`src/hdl/pag_pkg.sv`:
```
// access guard package: register map, field positions, parameter numbers, structs
// assumes a 32-bit ahb-lite slave port with one word per register
`default_nettype none
package pag_pkg;
  // register byte offsets
  localparam logic [7:0] PAG_OFF_WP      = 8'h00;
  localparam logic [7:0] PAG_OFF_VIEW    = 8'h04;
  localparam logic [7:0] PAG_OFF_G1_ENR  = 8'h08;
  localparam logic [7:0] PAG_OFF_G1_REM  = 8'h0C;
  localparam logic [7:0] PAG_OFF_G2_ENR  = 8'h10;
  localparam logic [7:0] PAG_OFF_G2_REM  = 8'h14;
  localparam logic [7:0] PAG_OFF_UDS     = 8'h18;
  localparam logic [7:0] PAG_OFF_STAT    = 8'h1C;
  localparam logic [7:0] PAG_OFF_UDV     = 8'h20;
  localparam logic [7:0] PAG_OFF_CMD     = 8'h24;
  localparam logic [15:0] PAG_REG_RESET  = 16'h0000;
  // status fields
  localparam int PAG_ST_GCNT_LSB  = 0;
  localparam int PAG_ST_UCNT_LSB  = 8;
  localparam int PAG_ST_GFULL     = 16;
  localparam int PAG_ST_UFULL     = 17;
  localparam int PAG_ST_UREFUSED  = 18;
  localparam int PAG_ST_CREFUSED  = 19;
  localparam int PAG_ST_BUSY      = 20;
  localparam int PAG_ST_LASTREJ   = 21;
  // command bits
  localparam int PAG_CMD_PCLR     = 0;
  localparam int PAG_CMD_ACLR     = 1;
  localparam int PAG_CMD_UCLR     = 2;
  // protection and view codes
  localparam logic [15:0] PAG_WP_STOP_PANEL = 16'h0000;
  localparam logic [15:0] PAG_WP_LOCK       = 16'h0001;
  localparam logic [15:0] PAG_WP_OPEN       = 16'h0002;
  localparam logic [15:0] PAG_VIEW_ALL      = 16'h0000;
  localparam logic [15:0] PAG_VIEW_G1       = 16'h0001;
  localparam logic [15:0] PAG_VIEW_G2       = 16'h000A;
  localparam logic [15:0] PAG_VIEW_BOTH     = 16'h000B;
  localparam logic [15:0] PAG_NUM_MAX       = 16'h03E7;
  localparam logic [15:0] PAG_NUM_ALL       = 16'h270F;
  // parameter numbers with special handling
  localparam logic [9:0] PAG_PRM_STALL     = 10'h016;
  localparam logic [9:0] PAG_PRM_TONE      = 10'h048;
  localparam logic [9:0] PAG_PRM_PANEL_DIS = 10'h04B;
  localparam logic [9:0] PAG_PRM_WP        = 10'h04D;
  localparam logic [9:0] PAG_PRM_OPMODE    = 10'h04F;
  localparam logic [9:0] PAG_PRM_IN_LO     = 10'h0B4;
  localparam logic [9:0] PAG_PRM_IN_HI     = 10'h0BB;
  localparam logic [9:0] PAG_PRM_RESET_TRM = 10'h0BC;
  localparam logic [9:0] PAG_PRM_START_TRM = 10'h0BD;
  localparam logic [9:0] PAG_PRM_OUT_LO    = 10'h0BE;
  localparam logic [9:0] PAG_PRM_OUT_HI    = 10'h0C3;
  // store clear kinds
  localparam logic [1:0] PAG_CLR_PARAM = 2'h0;
  localparam logic [1:0] PAG_CLR_ALL   = 2'h1;
  localparam logic [1:0] PAG_CLR_USER  = 2'h2;

  typedef enum logic [2:0] {
    PAG_UC_IDLE = 3'b001,
    PAG_UC_FACT = 3'b010,
    PAG_UC_LOAD = 3'b100
  } pag_uc_state_e;

  typedef struct packed {
    logic       valid;
    logic       write;
    logic       run_chg;
    logic [9:0] param;
    logic [15:0] data;
  } pag_pu_req_s;

  typedef struct packed {
    logic valid;
    logic granted;
    logic rejected;
  } pag_pu_rsp_s;

  typedef struct packed {
    logic       valid;
    logic [9:0] param;
    logic [15:0] data;
  } pag_store_wr_s;

  typedef struct packed {
    logic       valid;
    logic [1:0] kind;
  } pag_store_clr_s;
endpackage
`default_nettype wire

```
`src/hdl/pag_guard.sv`:
```
// parameter access guard: write protection, user groups and user initial values
// assumes one ahb-lite master, a panel port on clk_sys and pins needing sync
// Function
// - wp 0: write only stopped in panel mode
// - run-changeable writes while running; tone needs panel
// - wp 1: refuse writes and all clears
// - wp 1: five listed parameters stay writable
// - wp 2: write in any mode, running or not
// - wp 2: mode, input, start and output terminal parameters stop-only
// - at most 32 registrations across both groups
// - view 1, 10, 11 select group access
// - view 0 opens every parameter
// - enrol 0..999 adds number to group
// - remove 0..999 drops number from group
// - remove 9999 empties the whole group
// - up to 16 user initial values
// - select 9999 erases all user values
// - user clear loads stored user values
// - refuse user values for clear-excluded parameters
// - refuse writes while any start input on
//
// The implementer's own choices: register access over AHB-Lite and the address map.
`default_nettype none
module pag_guard #(
  parameter int GRP_DEPTH = 32,
  parameter int UD_DEPTH  = 16
) (
  input  wire logic                    clk_sys,
  input  wire logic                    rst_n,
  input  wire logic                    hsel,
  input  wire logic [31:0]             haddr,
  input  wire logic [1:0]              htrans,
  input  wire logic                    hwrite,
  input  wire logic [2:0]              hsize,
  input  wire logic [31:0]             hwdata,
  input  wire logic                    hready,
  output logic                         hreadyout,
  output logic                         hresp,
  output logic [31:0]                  hrdata,
  input  wire logic                    forward_start,
  input  wire logic                    reverse_start,
  input  wire logic                    motor_running,
  input  wire logic                    panel_mode,
  input  wire pag_pkg::pag_pu_req_s    pu_req,
  output logic                         pu_ready,
  output pag_pkg::pag_pu_rsp_s         pu_rsp,
  output logic [9:0]                   attr_param,
  input  wire logic                    attr_clear_excluded,
  output pag_pkg::pag_store_wr_s       store_wr,
  output pag_pkg::pag_store_clr_s      store_clr
);
  import pag_pkg::*;

  localparam int GI_W = $clog2(GRP_DEPTH);
  localparam int UI_W = $clog2(UD_DEPTH);

  // pin synchronisers
  logic [3:0] pin_meta_reg;
  logic [3:0] pin_sync_reg;
  always_ff @(posedge clk_sys or negedge rst_n) begin
    if (!rst_n) begin
      pin_meta_reg <= 4'h0;
      pin_sync_reg <= 4'h0;
    end else begin
      pin_meta_reg <= {panel_mode, motor_running, reverse_start, forward_start};
      pin_sync_reg <= pin_meta_reg;
    end
  end
  wire start_on   = pin_sync_reg[0] | pin_sync_reg[1];
  wire running    = pin_sync_reg[2];
  wire panel_on   = pin_sync_reg[3];

  // bus slave: zero wait states, always okay
  logic       dp_wr_reg;
  logic [7:0] dp_addr_reg;
  wire addr_ph = hsel & htrans[1] & hready;
  always_ff @(posedge clk_sys or negedge rst_n) begin
    if (!rst_n) begin
      dp_wr_reg   <= 1'b0;
      dp_addr_reg <= 8'h00;
    end else begin
      dp_wr_reg   <= addr_ph & hwrite;
      if (addr_ph) begin
        dp_addr_reg <= haddr[7:0];
      end
    end
  end
  assign hreadyout = 1'b1;
  assign hresp     = 1'b0;

  wire [15:0] wdat     = hwdata[15:0];
  wire        num_ok   = wdat <= PAG_NUM_MAX;
  wire        num_all  = wdat == PAG_NUM_ALL;
  wire wr_wp   = dp_wr_reg & (dp_addr_reg == PAG_OFF_WP);
  wire wr_view = dp_wr_reg & (dp_addr_reg == PAG_OFF_VIEW);
  wire wr_g1e  = dp_wr_reg & (dp_addr_reg == PAG_OFF_G1_ENR);
  wire wr_g1r  = dp_wr_reg & (dp_addr_reg == PAG_OFF_G1_REM);
  wire wr_g2e  = dp_wr_reg & (dp_addr_reg == PAG_OFF_G2_ENR);
  wire wr_g2r  = dp_wr_reg & (dp_addr_reg == PAG_OFF_G2_REM);
  wire wr_uds  = dp_wr_reg & (dp_addr_reg == PAG_OFF_UDS);
  wire wr_stat = dp_wr_reg & (dp_addr_reg == PAG_OFF_STAT);
  wire wr_udv  = dp_wr_reg & (dp_addr_reg == PAG_OFF_UDV);
  wire wr_cmd  = dp_wr_reg & (dp_addr_reg == PAG_OFF_CMD);

  logic [15:0] wp_reg, view_reg, g1e_reg, g1r_reg, g2e_reg, g2r_reg, uds_reg, udv_reg;
  always_ff @(posedge clk_sys or negedge rst_n) begin
    if (!rst_n) begin
      wp_reg   <= PAG_REG_RESET;
      view_reg <= PAG_REG_RESET;
      g1e_reg  <= PAG_REG_RESET;
      g1r_reg  <= PAG_REG_RESET;
      g2e_reg  <= PAG_REG_RESET;
      g2r_reg  <= PAG_REG_RESET;
      uds_reg  <= PAG_REG_RESET;
      udv_reg  <= PAG_REG_RESET;
    end else begin
      if (wr_wp)   wp_reg   <= wdat;
      if (wr_view) view_reg <= wdat;
      if (wr_g1e)  g1e_reg  <= wdat;
      if (wr_g1r)  g1r_reg  <= wdat;
      if (wr_g2e)  g2e_reg  <= wdat;
      if (wr_g2r)  g2r_reg  <= wdat;
      if (wr_uds)  uds_reg  <= wdat;
      if (wr_udv)  udv_reg  <= wdat;
    end
  end

  function automatic logic [7:0] first_free(input logic [31:0] used, input int depth);
    logic [7:0] idx;
    idx = 8'hFF;
    for (int i = depth - 1; i >= 0; i--) begin
      if (!used[i]) idx = 8'(i);
    end
    return idx;
  endfunction

  function automatic logic [7:0] pop_count(input logic [31:0] v);
    logic [7:0] n;
    n = 8'h00;
    for (int i = 0; i < 32; i++) begin
      n = n + 8'(v[i]);
    end
    return n;
  endfunction

  // group table
  logic [GRP_DEPTH-1:0] g_valid, g_two, g_bus_hit, g_req_hit, g_kill;
  wire        g_enr     = (wr_g1e | wr_g2e) & num_ok;
  wire        g_enr_two = wr_g2e;
  wire        g_rem     = wr_g1r | wr_g2r;
  wire        g_rem_two = wr_g2r;
  wire        g_dup     = |(g_bus_hit & (g_enr_two ? g_two : ~g_two));
  wire [7:0]  g_free    = first_free(32'(g_valid), GRP_DEPTH);
  wire        g_room    = g_free != 8'hFF;
  wire        g_fill    = g_enr & ~g_dup & g_room;
  wire        g_over    = g_enr & ~g_dup & ~g_room;

  genvar gi;
  generate
    for (gi = 0; gi < GRP_DEPTH; gi++) begin : g_entry
      logic       valid_reg;
      logic       two_reg;
      logic [9:0] param_reg;
      assign g_valid[gi]   = valid_reg;
      assign g_two[gi]     = two_reg;
      assign g_bus_hit[gi] = valid_reg & (param_reg == wdat[9:0]);
      assign g_req_hit[gi] = valid_reg & (param_reg == pu_req.param);
      assign g_kill[gi]    = g_rem & (two_reg == g_rem_two) &
                             (num_all | (num_ok & g_bus_hit[gi]));
      always_ff @(posedge clk_sys or negedge rst_n) begin
        if (!rst_n) begin
          valid_reg <= 1'b0;
          two_reg   <= 1'b0;
          param_reg <= 10'h000;
        end else if (g_kill[gi]) begin
          valid_reg <= 1'b0;
        end else if (g_fill && g_free == 8'(gi)) begin
          valid_reg <= 1'b1;
          two_reg   <= g_enr_two;
          param_reg <= wdat[9:0];
        end
      end
    end
  endgenerate

  // user initial value table
  logic [UD_DEPTH-1:0] u_valid, u_bus_hit;
  logic [9:0]  u_param [UD_DEPTH];
  logic [15:0] u_value [UD_DEPTH];
  assign attr_param = wdat[9:0];
  wire        u_sel     = wr_uds & num_ok;
  wire        u_refuse  = u_sel & attr_clear_excluded;
  wire        u_hit     = |u_bus_hit;
  wire [7:0]  u_free    = first_free(32'(u_valid), UD_DEPTH);
  wire        u_room    = u_free != 8'hFF;
  wire        u_ok      = u_sel & ~attr_clear_excluded & (u_hit | u_room);
  wire        u_over    = u_sel & ~attr_clear_excluded & ~u_hit & ~u_room;
  wire        u_wipe    = wr_uds & num_all;

  genvar ui;
  generate
    for (ui = 0; ui < UD_DEPTH; ui++) begin : u_entry
      logic        valid_reg;
      logic [9:0]  param_reg;
      logic [15:0] value_reg;
      assign u_valid[ui]   = valid_reg;
      assign u_param[ui]   = param_reg;
      assign u_value[ui]   = value_reg;
      assign u_bus_hit[ui] = valid_reg & (param_reg == wdat[9:0]);
      wire set = u_ok & (u_hit ? u_bus_hit[ui] : (u_free == 8'(ui)));
      always_ff @(posedge clk_sys or negedge rst_n) begin
        if (!rst_n) begin
          valid_reg <= 1'b0;
          param_reg <= 10'h000;
          value_reg <= 16'h0000;
        end else if (u_wipe) begin
          valid_reg <= 1'b0;
        end else if (set) begin
          valid_reg <= 1'b1;
          param_reg <= wdat[9:0];
          value_reg <= udv_reg;
        end
      end
    end
  endgenerate

  // clear commands and user clear sequencer
  pag_uc_state_e uc_state_reg, uc_state_next;
  logic [UI_W-1:0] uc_idx_reg;
  wire uc_idle   = uc_state_reg == PAG_UC_IDLE;
  wire clr_any   = wr_cmd & (|wdat[2:0]);
  wire clr_lock  = wp_reg == PAG_WP_LOCK;
  wire clr_go    = clr_any & uc_idle & ~clr_lock;
  wire clr_ref   = clr_any & clr_lock;
  wire uclr_go   = clr_go & wdat[PAG_CMD_UCLR];
  wire uc_last   = uc_idx_reg == UI_W'(UD_DEPTH - 1);
  wire [1:0] clr_kind = wdat[PAG_CMD_UCLR] ? PAG_CLR_USER :
                        wdat[PAG_CMD_ACLR] ? PAG_CLR_ALL : PAG_CLR_PARAM;

  always_comb begin
    uc_state_next = uc_state_reg;
    case (uc_state_reg)
      PAG_UC_IDLE: if (uclr_go) uc_state_next = PAG_UC_FACT;
      PAG_UC_FACT: uc_state_next = PAG_UC_LOAD;
      PAG_UC_LOAD: if (uc_last) uc_state_next = PAG_UC_IDLE;
      default:     uc_state_next = PAG_UC_IDLE;
    endcase
  end

  always_ff @(posedge clk_sys or negedge rst_n) begin
    if (!rst_n) begin
      uc_state_reg <= PAG_UC_IDLE;
      uc_idx_reg   <= '0;
    end else begin
      uc_state_reg <= uc_state_next;
      uc_idx_reg   <= (uc_state_reg == PAG_UC_LOAD) ? uc_idx_reg + 1'b1 : '0;
    end
  end

  // access decision for panel requests
  assign pu_ready = uc_idle;
  wire req_take = pu_req.valid & pu_ready;
  wire in_g1    = |(g_req_hit & ~g_two);
  wire in_g2    = |(g_req_hit & g_two);
  wire view_ok  = (view_reg == PAG_VIEW_G1)   ? in_g1 :
                  (view_reg == PAG_VIEW_G2)   ? in_g2 :
                  (view_reg == PAG_VIEW_BOTH) ? (in_g1 | in_g2) : 1'b1;
  wire [9:0] rp = pu_req.param;
  wire lock_exc = (rp == PAG_PRM_STALL) | (rp == PAG_PRM_PANEL_DIS) | (rp == PAG_PRM_WP) |
                  (rp == PAG_PRM_OPMODE) | (rp == PAG_PRM_RESET_TRM);
  wire stop_only = (rp == PAG_PRM_OPMODE) | (rp == PAG_PRM_START_TRM) |
                   ((rp >= PAG_PRM_IN_LO) & (rp <= PAG_PRM_IN_HI)) |
                   ((rp >= PAG_PRM_OUT_LO) & (rp <= PAG_PRM_OUT_HI));
  wire wp0_ok = (panel_on & ~running) |
                (pu_req.run_chg & ((rp != PAG_PRM_TONE) | panel_on));
  wire wp2_ok = ~(stop_only & running);
  wire wp_ok  = (wp_reg == PAG_WP_STOP_PANEL) ? wp0_ok :
                (wp_reg == PAG_WP_LOCK)       ? lock_exc :
                (wp_reg == PAG_WP_OPEN)       ? wp2_ok : 1'b0;
  wire grant  = view_ok & (~pu_req.write | (wp_ok & ~start_on));

  pag_pu_rsp_s    rsp_reg;
  pag_store_wr_s  swr_reg;
  pag_store_clr_s sclr_reg;
  logic           lastrej_reg;
  wire            uc_load = (uc_state_reg == PAG_UC_LOAD) & u_valid[uc_idx_reg];
  always_ff @(posedge clk_sys or negedge rst_n) begin
    if (!rst_n) begin
      rsp_reg     <= '0;
      swr_reg     <= '0;
      sclr_reg    <= '0;
      lastrej_reg <= 1'b0;
    end else begin
      rsp_reg.valid    <= req_take;
      rsp_reg.granted  <= req_take & grant;
      rsp_reg.rejected <= req_take & ~grant;
      if (req_take) lastrej_reg <= ~grant;
      // refused writes never reach the store
      swr_reg.valid    <= uc_load | (req_take & pu_req.write & grant);
      swr_reg.param    <= uc_load ? u_param[uc_idx_reg] : pu_req.param;
      swr_reg.data     <= uc_load ? u_value[uc_idx_reg] : pu_req.data;
      sclr_reg.valid   <= clr_go;
      sclr_reg.kind    <= clr_kind;
    end
  end
  assign pu_rsp    = rsp_reg;
  assign store_wr  = swr_reg;
  assign store_clr = sclr_reg;

  // sticky status, set wins over write-one-to-clear
  logic [3:0] sticky_reg;
  wire  [3:0] sticky_set = {clr_ref, u_refuse, u_over, g_over};
  wire  [3:0] sticky_clr = wr_stat ? hwdata[PAG_ST_CREFUSED:PAG_ST_GFULL] : 4'h0;
  always_ff @(posedge clk_sys or negedge rst_n) begin
    if (!rst_n) begin
      sticky_reg <= 4'h0;
    end else begin
      sticky_reg <= (sticky_reg & ~sticky_clr) | sticky_set;
    end
  end

  wire [7:0] g_cnt = pop_count(32'(g_valid));
  wire [7:0] u_cnt = pop_count(32'(u_valid));
  wire [31:0] stat_word = {10'h000, lastrej_reg, ~uc_idle, sticky_reg, u_cnt, g_cnt};

  // read mux over the data-phase address; unmapped reads return zero
  logic [31:0] rd_word;
  always_comb begin
    if (dp_addr_reg == PAG_OFF_WP)          rd_word = {16'h0000, wp_reg};
    else if (dp_addr_reg == PAG_OFF_VIEW)   rd_word = {16'h0000, view_reg};
    else if (dp_addr_reg == PAG_OFF_G1_ENR) rd_word = {16'h0000, g1e_reg};
    else if (dp_addr_reg == PAG_OFF_G1_REM) rd_word = {16'h0000, g1r_reg};
    else if (dp_addr_reg == PAG_OFF_G2_ENR) rd_word = {16'h0000, g2e_reg};
    else if (dp_addr_reg == PAG_OFF_G2_REM) rd_word = {16'h0000, g2r_reg};
    else if (dp_addr_reg == PAG_OFF_UDS)    rd_word = {16'h0000, uds_reg};
    else if (dp_addr_reg == PAG_OFF_STAT)   rd_word = stat_word;
    else if (dp_addr_reg == PAG_OFF_UDV)    rd_word = {16'h0000, udv_reg};
    else                                    rd_word = 32'h0000_0000;
  end
  assign hrdata = rd_word;

  // hsize is not checked: only whole-word transfers are expected
  wire unused_ok = &{1'b0, hsize, hwdata[31:16], haddr[31:8], GI_W[0]};
endmodule
`default_nettype wire

```
`config.mk`:
```
export PLATFORM = sky130hd
export DESIGN_NAME = pag_guard
export DESIGN_NICKNAME = d
export VERILOG_FILES = /design/src/hdl/pag_pkg.sv /design/src/hdl/pag_guard.sv
export SDC_FILE = /design/constraint.sdc
export NUM_CORES = 2
export LEC_CHECK = 0
export BUFFER_PORTS_ARGS = -buffer_cell sky130_fd_sc_hd__buf_2
export CORE_MARGIN = 2
export CORE_UTILIZATION = 28
export DETAILED_ROUTE_END_ITERATION = 8
export PLACE_DENSITY = 0.51
export SETUP_SLACK_MARGIN = 0.02
export SLEW_MARGIN = 20
export SYNTH_ARGS = -nofsm -noshare
export SYNTH_HDL_FRONTEND = slang
export SYNTH_SLANG_ARGS = --single-unit
```
`constraint.sdc`:
```
create_clock -name clk_sys -period 8 [get_ports clk_sys]
set_input_delay 0.8 -clock clk_sys [delete_from_list [all_inputs] [get_ports clk_sys]]
set_output_delay 0.8 -clock clk_sys [all_outputs]
set_load 0.1 [all_outputs]
```
# Word level (Yosys, flattened, before mapping)
# Cells that the tools add are included.
[word_totals] output_inout_bits=78 elab_cells=1076 regBits=1006
[op_classes] n_mux=193 order_cmp=7 reduce_logical=138 addsub=47 eq_ne=188 n_bitwise=335
[ops] cell="equality test 10 bit" count=80
[ops] cell="2-to-1 mux 8 bit" count=48
[ops] cell="adder 8 x 1 -> 8 bit" count=32
[ops] cell="AND 1 bit" count=234
[ops] cell="2-to-1 mux 22 bit" count=8
[ops] cell="equality test 8 x 5 -> 1 bit, second input constant" count=20
[ops] cell="equality test 8 x 4 -> 1 bit, second input constant" count=18
[ops] cell="2-to-1 mux 1 bit" count=120
[ops] cell="AND reduction 2 bit" count=49
[ops] cell="AND 32 bit" count=3
[ops] cell="nonzero test 2 bit" count=48
[ops] cell="OR reduction 32 bit" count=3
[ops] cell="equality test 8 x 3 -> 1 bit, second input constant" count=9
[ops] cell="binary-select mux 16 bit (select 4 bit)" count=1
[ops] cell="2-to-1 mux 16 bit" count=4
[ops] cell="bitwise OR 1 bit" count=48
[ops] cell="inverter 1 bit" count=45
[ops] cell="binary-select mux 10 bit (select 4 bit)" count=1
[ops] cell="equality test 1 bit" count=32
[ops] cell="equality test 16 x 1 -> 1 bit, second input constant" count=2
[ops] cell="equality test 16 x 4 -> 1 bit, second input constant" count=2
[ops] cell="equality test 8 x 2 -> 1 bit, second input constant" count=4
[ops] cell="logical AND 1 bit" count=32
[ops] cell="2-to-1 mux 32 bit" count=1
[ops] cell="other kinds (43)" count=64

# Logic depth before layout (Yosys ltp)
[depth] depth_word=39 ltp_mapped=23 mapped_depth_nobuf=22

# Worst setup path before layout
# Ideal clock, no wire load.
[synth_timing] kind="register to output" startpoint="register g_entry[23].valid_reg" endpoint="output port hrdata[3]" setup_slack_ps=334 n_path_buf=1 t_arrival_ps=6866 stages_incl_launch_ff=20 cell_sequence="dfrtp_1 > clkbuf_1 > inv_1 > fa_1 > fa_1 > inv_1 > fa_1 > inv_1 > fa_1 > fa_1 > fa_1 > inv_1 > ha_1 > a21o_1 > a21oi_1 > xnor2_1 > a221oi_1 > nor2_1 > a211oi_1 > o31ai_1"
[synth_via] elab_chain_len=17
[synth_rtl] item="from (decl)" line_no="pag_guard.sv:161" rtl="logic valid_reg;"
[synth_rtl] item="from (signal assigned)" line_no="pag_guard.sv:172" rtl="valid_reg <= 1'b0;"
[synth_rtl] item="from (signal assigned)" line_no="pag_guard.sv:176" rtl="valid_reg <= 1'b0;"
[synth_rtl] item="from (signal assigned)" line_no="pag_guard.sv:178" rtl="valid_reg <= 1'b1;"
[synth_rtl] item="adder 8 x 1 -> 8 bit (9 in series)" line_no="pag_guard.sv:141" rtl="n = n + 8'(v[i]);"
[synth_rtl] item="2-to-1 mux 22 bit" line_no="pag_guard.sv:336" rtl="else if (dp_addr_reg == PAG_OFF_STAT) rd_word = stat_word;"
[synth_rtl] item="2-to-1 mux 22 bit" line_no="pag_guard.sv:335" rtl="else if (dp_addr_reg == PAG_OFF_UDS) rd_word = {16'h0000, uds_reg};"
[synth_rtl] item="2-to-1 mux 22 bit" line_no="pag_guard.sv:334" rtl="else if (dp_addr_reg == PAG_OFF_G2_REM) rd_word = {16'h0000, g2r_reg};"
[synth_rtl] item="2-to-1 mux 22 bit" line_no="pag_guard.sv:333" rtl="else if (dp_addr_reg == PAG_OFF_G2_ENR) rd_word = {16'h0000, g2e_reg};"
[synth_rtl] item="2-to-1 mux 22 bit" line_no="pag_guard.sv:332" rtl="else if (dp_addr_reg == PAG_OFF_G1_REM) rd_word = {16'h0000, g1r_reg};"
[synth_rtl] item="2-to-1 mux 22 bit" line_no="pag_guard.sv:331" rtl="else if (dp_addr_reg == PAG_OFF_G1_ENR) rd_word = {16'h0000, g1e_reg};"
[synth_rtl] item="2-to-1 mux 22 bit" line_no="pag_guard.sv:330" rtl="else if (dp_addr_reg == PAG_OFF_VIEW) rd_word = {16'h0000, view_reg};"
[synth_rtl] item="2-to-1 mux 22 bit" line_no="pag_guard.sv:329" rtl="if (dp_addr_reg == PAG_OFF_WP) rd_word = {16'h0000, wp_reg};"
[synth_rtl] item="to (decl)" line_no="pag_guard.sv:39" rtl="output logic [31:0] hrdata,"
# No other way between the ends.

# Final worst setup path
[layout_timing] startpoint="register g_entry[25].valid_reg" endpoint="output port hrdata[4]"
[layout_via] elab_chain_len=15
[layout_rtl] item="from (decl)" line_no="pag_guard.sv:161"
[layout_rtl] item="from (signal assigned)" line_no="pag_guard.sv:172"
[layout_rtl] item="from (signal assigned)" line_no="pag_guard.sv:176"
[layout_rtl] item="from (signal assigned)" line_no="pag_guard.sv:178"
[layout_rtl] item="adder 8 x 1 -> 8 bit (7 in series)" line_no="pag_guard.sv:141"
[layout_rtl] item="2-to-1 mux 22 bit" line_no="pag_guard.sv:336"
[layout_rtl] item="2-to-1 mux 22 bit" line_no="pag_guard.sv:335"
[layout_rtl] item="2-to-1 mux 22 bit" line_no="pag_guard.sv:334"
[layout_rtl] item="2-to-1 mux 22 bit" line_no="pag_guard.sv:333"
[layout_rtl] item="2-to-1 mux 22 bit" line_no="pag_guard.sv:332"
[layout_rtl] item="2-to-1 mux 22 bit" line_no="pag_guard.sv:331"
[layout_rtl] item="2-to-1 mux 22 bit" line_no="pag_guard.sv:330"
[layout_rtl] item="2-to-1 mux 22 bit" line_no="pag_guard.sv:329"
# No other way between the ends.

==> impl_results.md <==
* Outcome: completed
* Synth Area in Adders at 1.499%
* Final Instance Count excl. Fillers at about 7,500
* XOR/XNOR Fraction of Synth Area at 12.58%
* Antenna Cells at 0
* Synth Cell Area at 56,280 um2
* Simple-Gate Fraction of Synth Area at 10.10%
* Max-capacitance violation count at 0
* Crit path launch: g_entry[25].valid_reg
* Final Hold Vio Count at 0
* Sequential-to-total area share from yosys stat at 44.74%
* F_max at 129.7 MHz
* Slew @ Worst Pin at 1.315 ns
* Synth-to-Final Area Change at 12.57%
* DRC violation count after routing at 0
* Largest family of logic cells by synthesized area: multiplexers
* Port bufs at 133
* Share of the synthesized area in the top cell type at 44.69%
* Primary FF master, synth: dfrtp_1
* Clock Path Buffers at 3
* DRT Pass-1 Iters at 6
* Layout cells sized above 1 at 30.54%
* Relative slew slack at between 10% and 20%
* Vias in the first global route at 39,590
* Worst Path Max Fanout at 7
* Mapped Avg Cell Area at 11.85 um2
* Routed Antenna Nets at 0
* Final nets at 4,928
* Max-slew violation count at 0
* Tmin final at 7.707 ns
* Hold buffer count at CTS at 0
* Post-synthesis async set-or-reset flop share at between 90% and 100%
* Initial antenna violation count at 8
* Routed via count at 38,610
* Yosys cell types at 86
* Seq pwr share at 46.0%
* Peak VDD IR at 172.2 uV
* Leakage at 26.28 nW
* Gate Count Post-Synth at 4,747
* Die height at 452.3 um
* Switching share of total power at a little over a quarter
* Die Width at 452.3 um
* Wire per inst at approximately 25 um
* Largest area contributor in the netlist: dfrtp_1
* Largest net degree at the start of global routing at 171
* Fin crit share at 96.34%
* Commonest non-fill, non-tap cell in the layout: dfrtp_1
* Mux cell area share after synthesis at ~23%
* # setup viols final at 0
* Area of the multi-input gates at 28,950 um2
* CTS tree: done
* Fillers at 20,140
* Commonest cells after routing, fill and taps aside: dfrtp_1, mux2_2, xnor2_1
* Synth Area in Compound Gates at 3.751%
* Worst Path Class, Setup: reg2out
* Psw at roughly 0.0030 W
* FF+latch count, synth at 1,006
* Startpoint class of the critical path: flop
* First-pass GRT wire length at 274.4 mm
* Num Clock Sinks at 1,006
* Routed WL at 184.0 mm
* Core ar. at 199,700 um2
* Num ports at 186
* Clk slew on worst S/H paths at 0.06 ns
* GPL Wtd Cong at 0.8959
* H-tree Lvls at 3
* Later-pin clock latency in the skew report at 0.76 ns
* Register area at 25,190 um2
* Vias per std cell at 5.143
* R2R setup slack at 2.36 ns
* Power Dens Cells at 179.7 nW/um2
* P_int at ~0.0084 W
* Final setup TNS at 0 ns
* Initial core utilization at 28.19%
* Required time worst endpoint at 7.20 ns
* Die footprint at 204,600 um2
* Setup crit end kind: output port
* DP Wirelength at between 100 and 150 mm
* Clock root buffer master: clkbuf_16
* Placed insts at 7,316
* R2R Path Start: dp_addr_reg[5]
* TritonCTS Buffers at 110
* RSZ-0062 raised after global routing: no
* Congestion Overflow GR at 0
* Max reg flops at 320
* Synth warn at 0
* Clock Skew at 0.04045 ns
* FP Rows at approximately 160
* Area contributors post-synth: dfrtp_1, mux2_2, xnor2_1, mux4_2, nand4_1
* Combinational share of power at between 8 and 9%
* Clock share of power at 45.4%
* Worst EP arrival at 6.91 ns
* Detailed Route Iter0 Violations at 3,092
* Post-synth EDFFs at 0
* Worst hold path type: in2async
* Global Route Usage Sum at between 15 and 20%
==> stage by stage <==
step / hold slack, ns / utilization [%] / instance area, um2 / power [W] / setup WS (ns)
final: 0.08271 / 31.73 / 63350 / 0.01138 / 0.2926
after global placement: 0.3356 / 29.89 / 59680 / 0.006304 / 0.8867
after CTS: 0.06215 / 31.71 / 63300 / 0.01150 / 0.1578
after detailed placement: 0.3387 / 29.89 / 59680 / 0.006308 / 1.029
after global routing: 0.09703 / 31.73 / 63350 / 0.01179 / 0.02429
after floorplan: 0.3312 / - / 56310 / 0.005942 / 0.3344
==> power groups by stage <==
stage / Sequential, W / Clock [W] / Combinational, W
final: 0.00524 / 0.00517 / 0.000976
after global routing: 0.00524 / 0.00549 / 0.00105
after CTS: 0.00523 / 0.00528 / 0.000984
after detailed placement: 0.00533 / 0 / 0.000981
after global placement: 0.00533 / 0 / 0.000979
after floorplan: 0.00535 / 0 / 0.000595
==> worst paths after layout <==
kind / depth (start not counted) / end
setup / recovery: 23 / hrdata[4]
hold / removal: 1 / g_entry[9].param_reg[7]
setup reg to reg: 12 / g_entry[7].param_reg[9]
hold reg to reg: 0 / pin_sync_reg[1]
max in group asynchronous: 3 / u_entry[4].value_reg[12]
min in group clk_sys: 1 / pin_meta_reg[2]
==> kinds of logic (layout without fill, tap and decap cells) <==
group           after synthesis  in the layout
simple gates               1079           1079
mux                        1023           1023
flops                      1006           1006
xor+xnor                    808            808
buf+inv                     461            556
compound gates              321            321
fa+ha+maj                    47             47
other cells                   2             12
==> cells in the mapped netlist, types with 5 or more instances <==
cell type	instances
nand2_1	298
o211ai_1	7
xor2_1	36
or3_1	6
nor2_1	81
nor4_1	109
a311oi_1	5
a211oi_1	7
a21oi_1	88
a31oi_1	7
nor3b_1	5
dfrtp_1	1005
nand2b_1	11
ha_1	13
buf_4	80
buf_1	42
fa_1	34
nand3_1	151
nand3b_1	6
and2_1	15
nor2b_1	7
o21ai_0	80
or4_1	6
a222oi_1	13
inv_1	96
buf_6	26
mux2_4	16
mux2_1	8
o21a_1	6
mux2_2	830
xnor2_1	772
nor3_2	10
clkbuf_1	175
mux2i_1	34
mux4_2	135
a21o_1	22
nor2_4	7
nor3_1	89
buf_2	38
o21ai_2	9
a221oi_1	10
and3_1	7
nand4_1	245
a22oi_1	23
==> area by class of cell <==
type / instances / share of cell area [%]
multi-input cells: 3290 / 45.69
flip-flops and latches: 1006 / 39.76
well taps: 2656 / 5.246
clock buffers: 160 / 5.084
repair buffers: 269 / 3.020
clock inverters: 31 / 0.6320
inverters: 96 / 0.5688
==> timing repair <==
| action | in CTS | in global routing |
|---|---|---|
| resized for setup | 0 | 1 |
| setup buffers | 0 | 0 |
| endpoints found under the hold margin | 0 | 0 |
| setup endpoints to repair | 0 | 1 |
==> critical path, cell delays in order, from the launching register on <==
cell and delay (ns):
dfrtp_1 0.54, inv_1 0.15, fa_1 0.50, fa_1 0.55, inv_1 0.06, fa_1 0.47, inv_1 0.06, fa_1 0.47
fa_1 0.51, fa_1 0.42, inv_1 0.08, ha_1 0.18, inv_1 0.08, fa_1 0.46, inv_1 0.07, a21o_1 0.10
a21oi_1 0.07, xnor2_1 0.15, nand2_1 0.10, a31oi_1 0.29, a21oi_1 0.09, a311oi_1 0.29, a21o_1 0.15, clkbuf_4 0.33
==> layer usage <==
| layer | share of wire, % | vias to the layer above | global-route usage [%] |
|---|---|---|---|
| met5 | 0 | - | 0 |
| li1 | - | 16970 | - |
| met3 | 4.4 | 290 | 2.058 |
| met2 | 48 | 1033 | 29.42 |
| met1 | 45 | 20320 | 24.43 |
| met4 | 3.2 | 0 | 5.278 |
(Power assumes the default switching activity.)
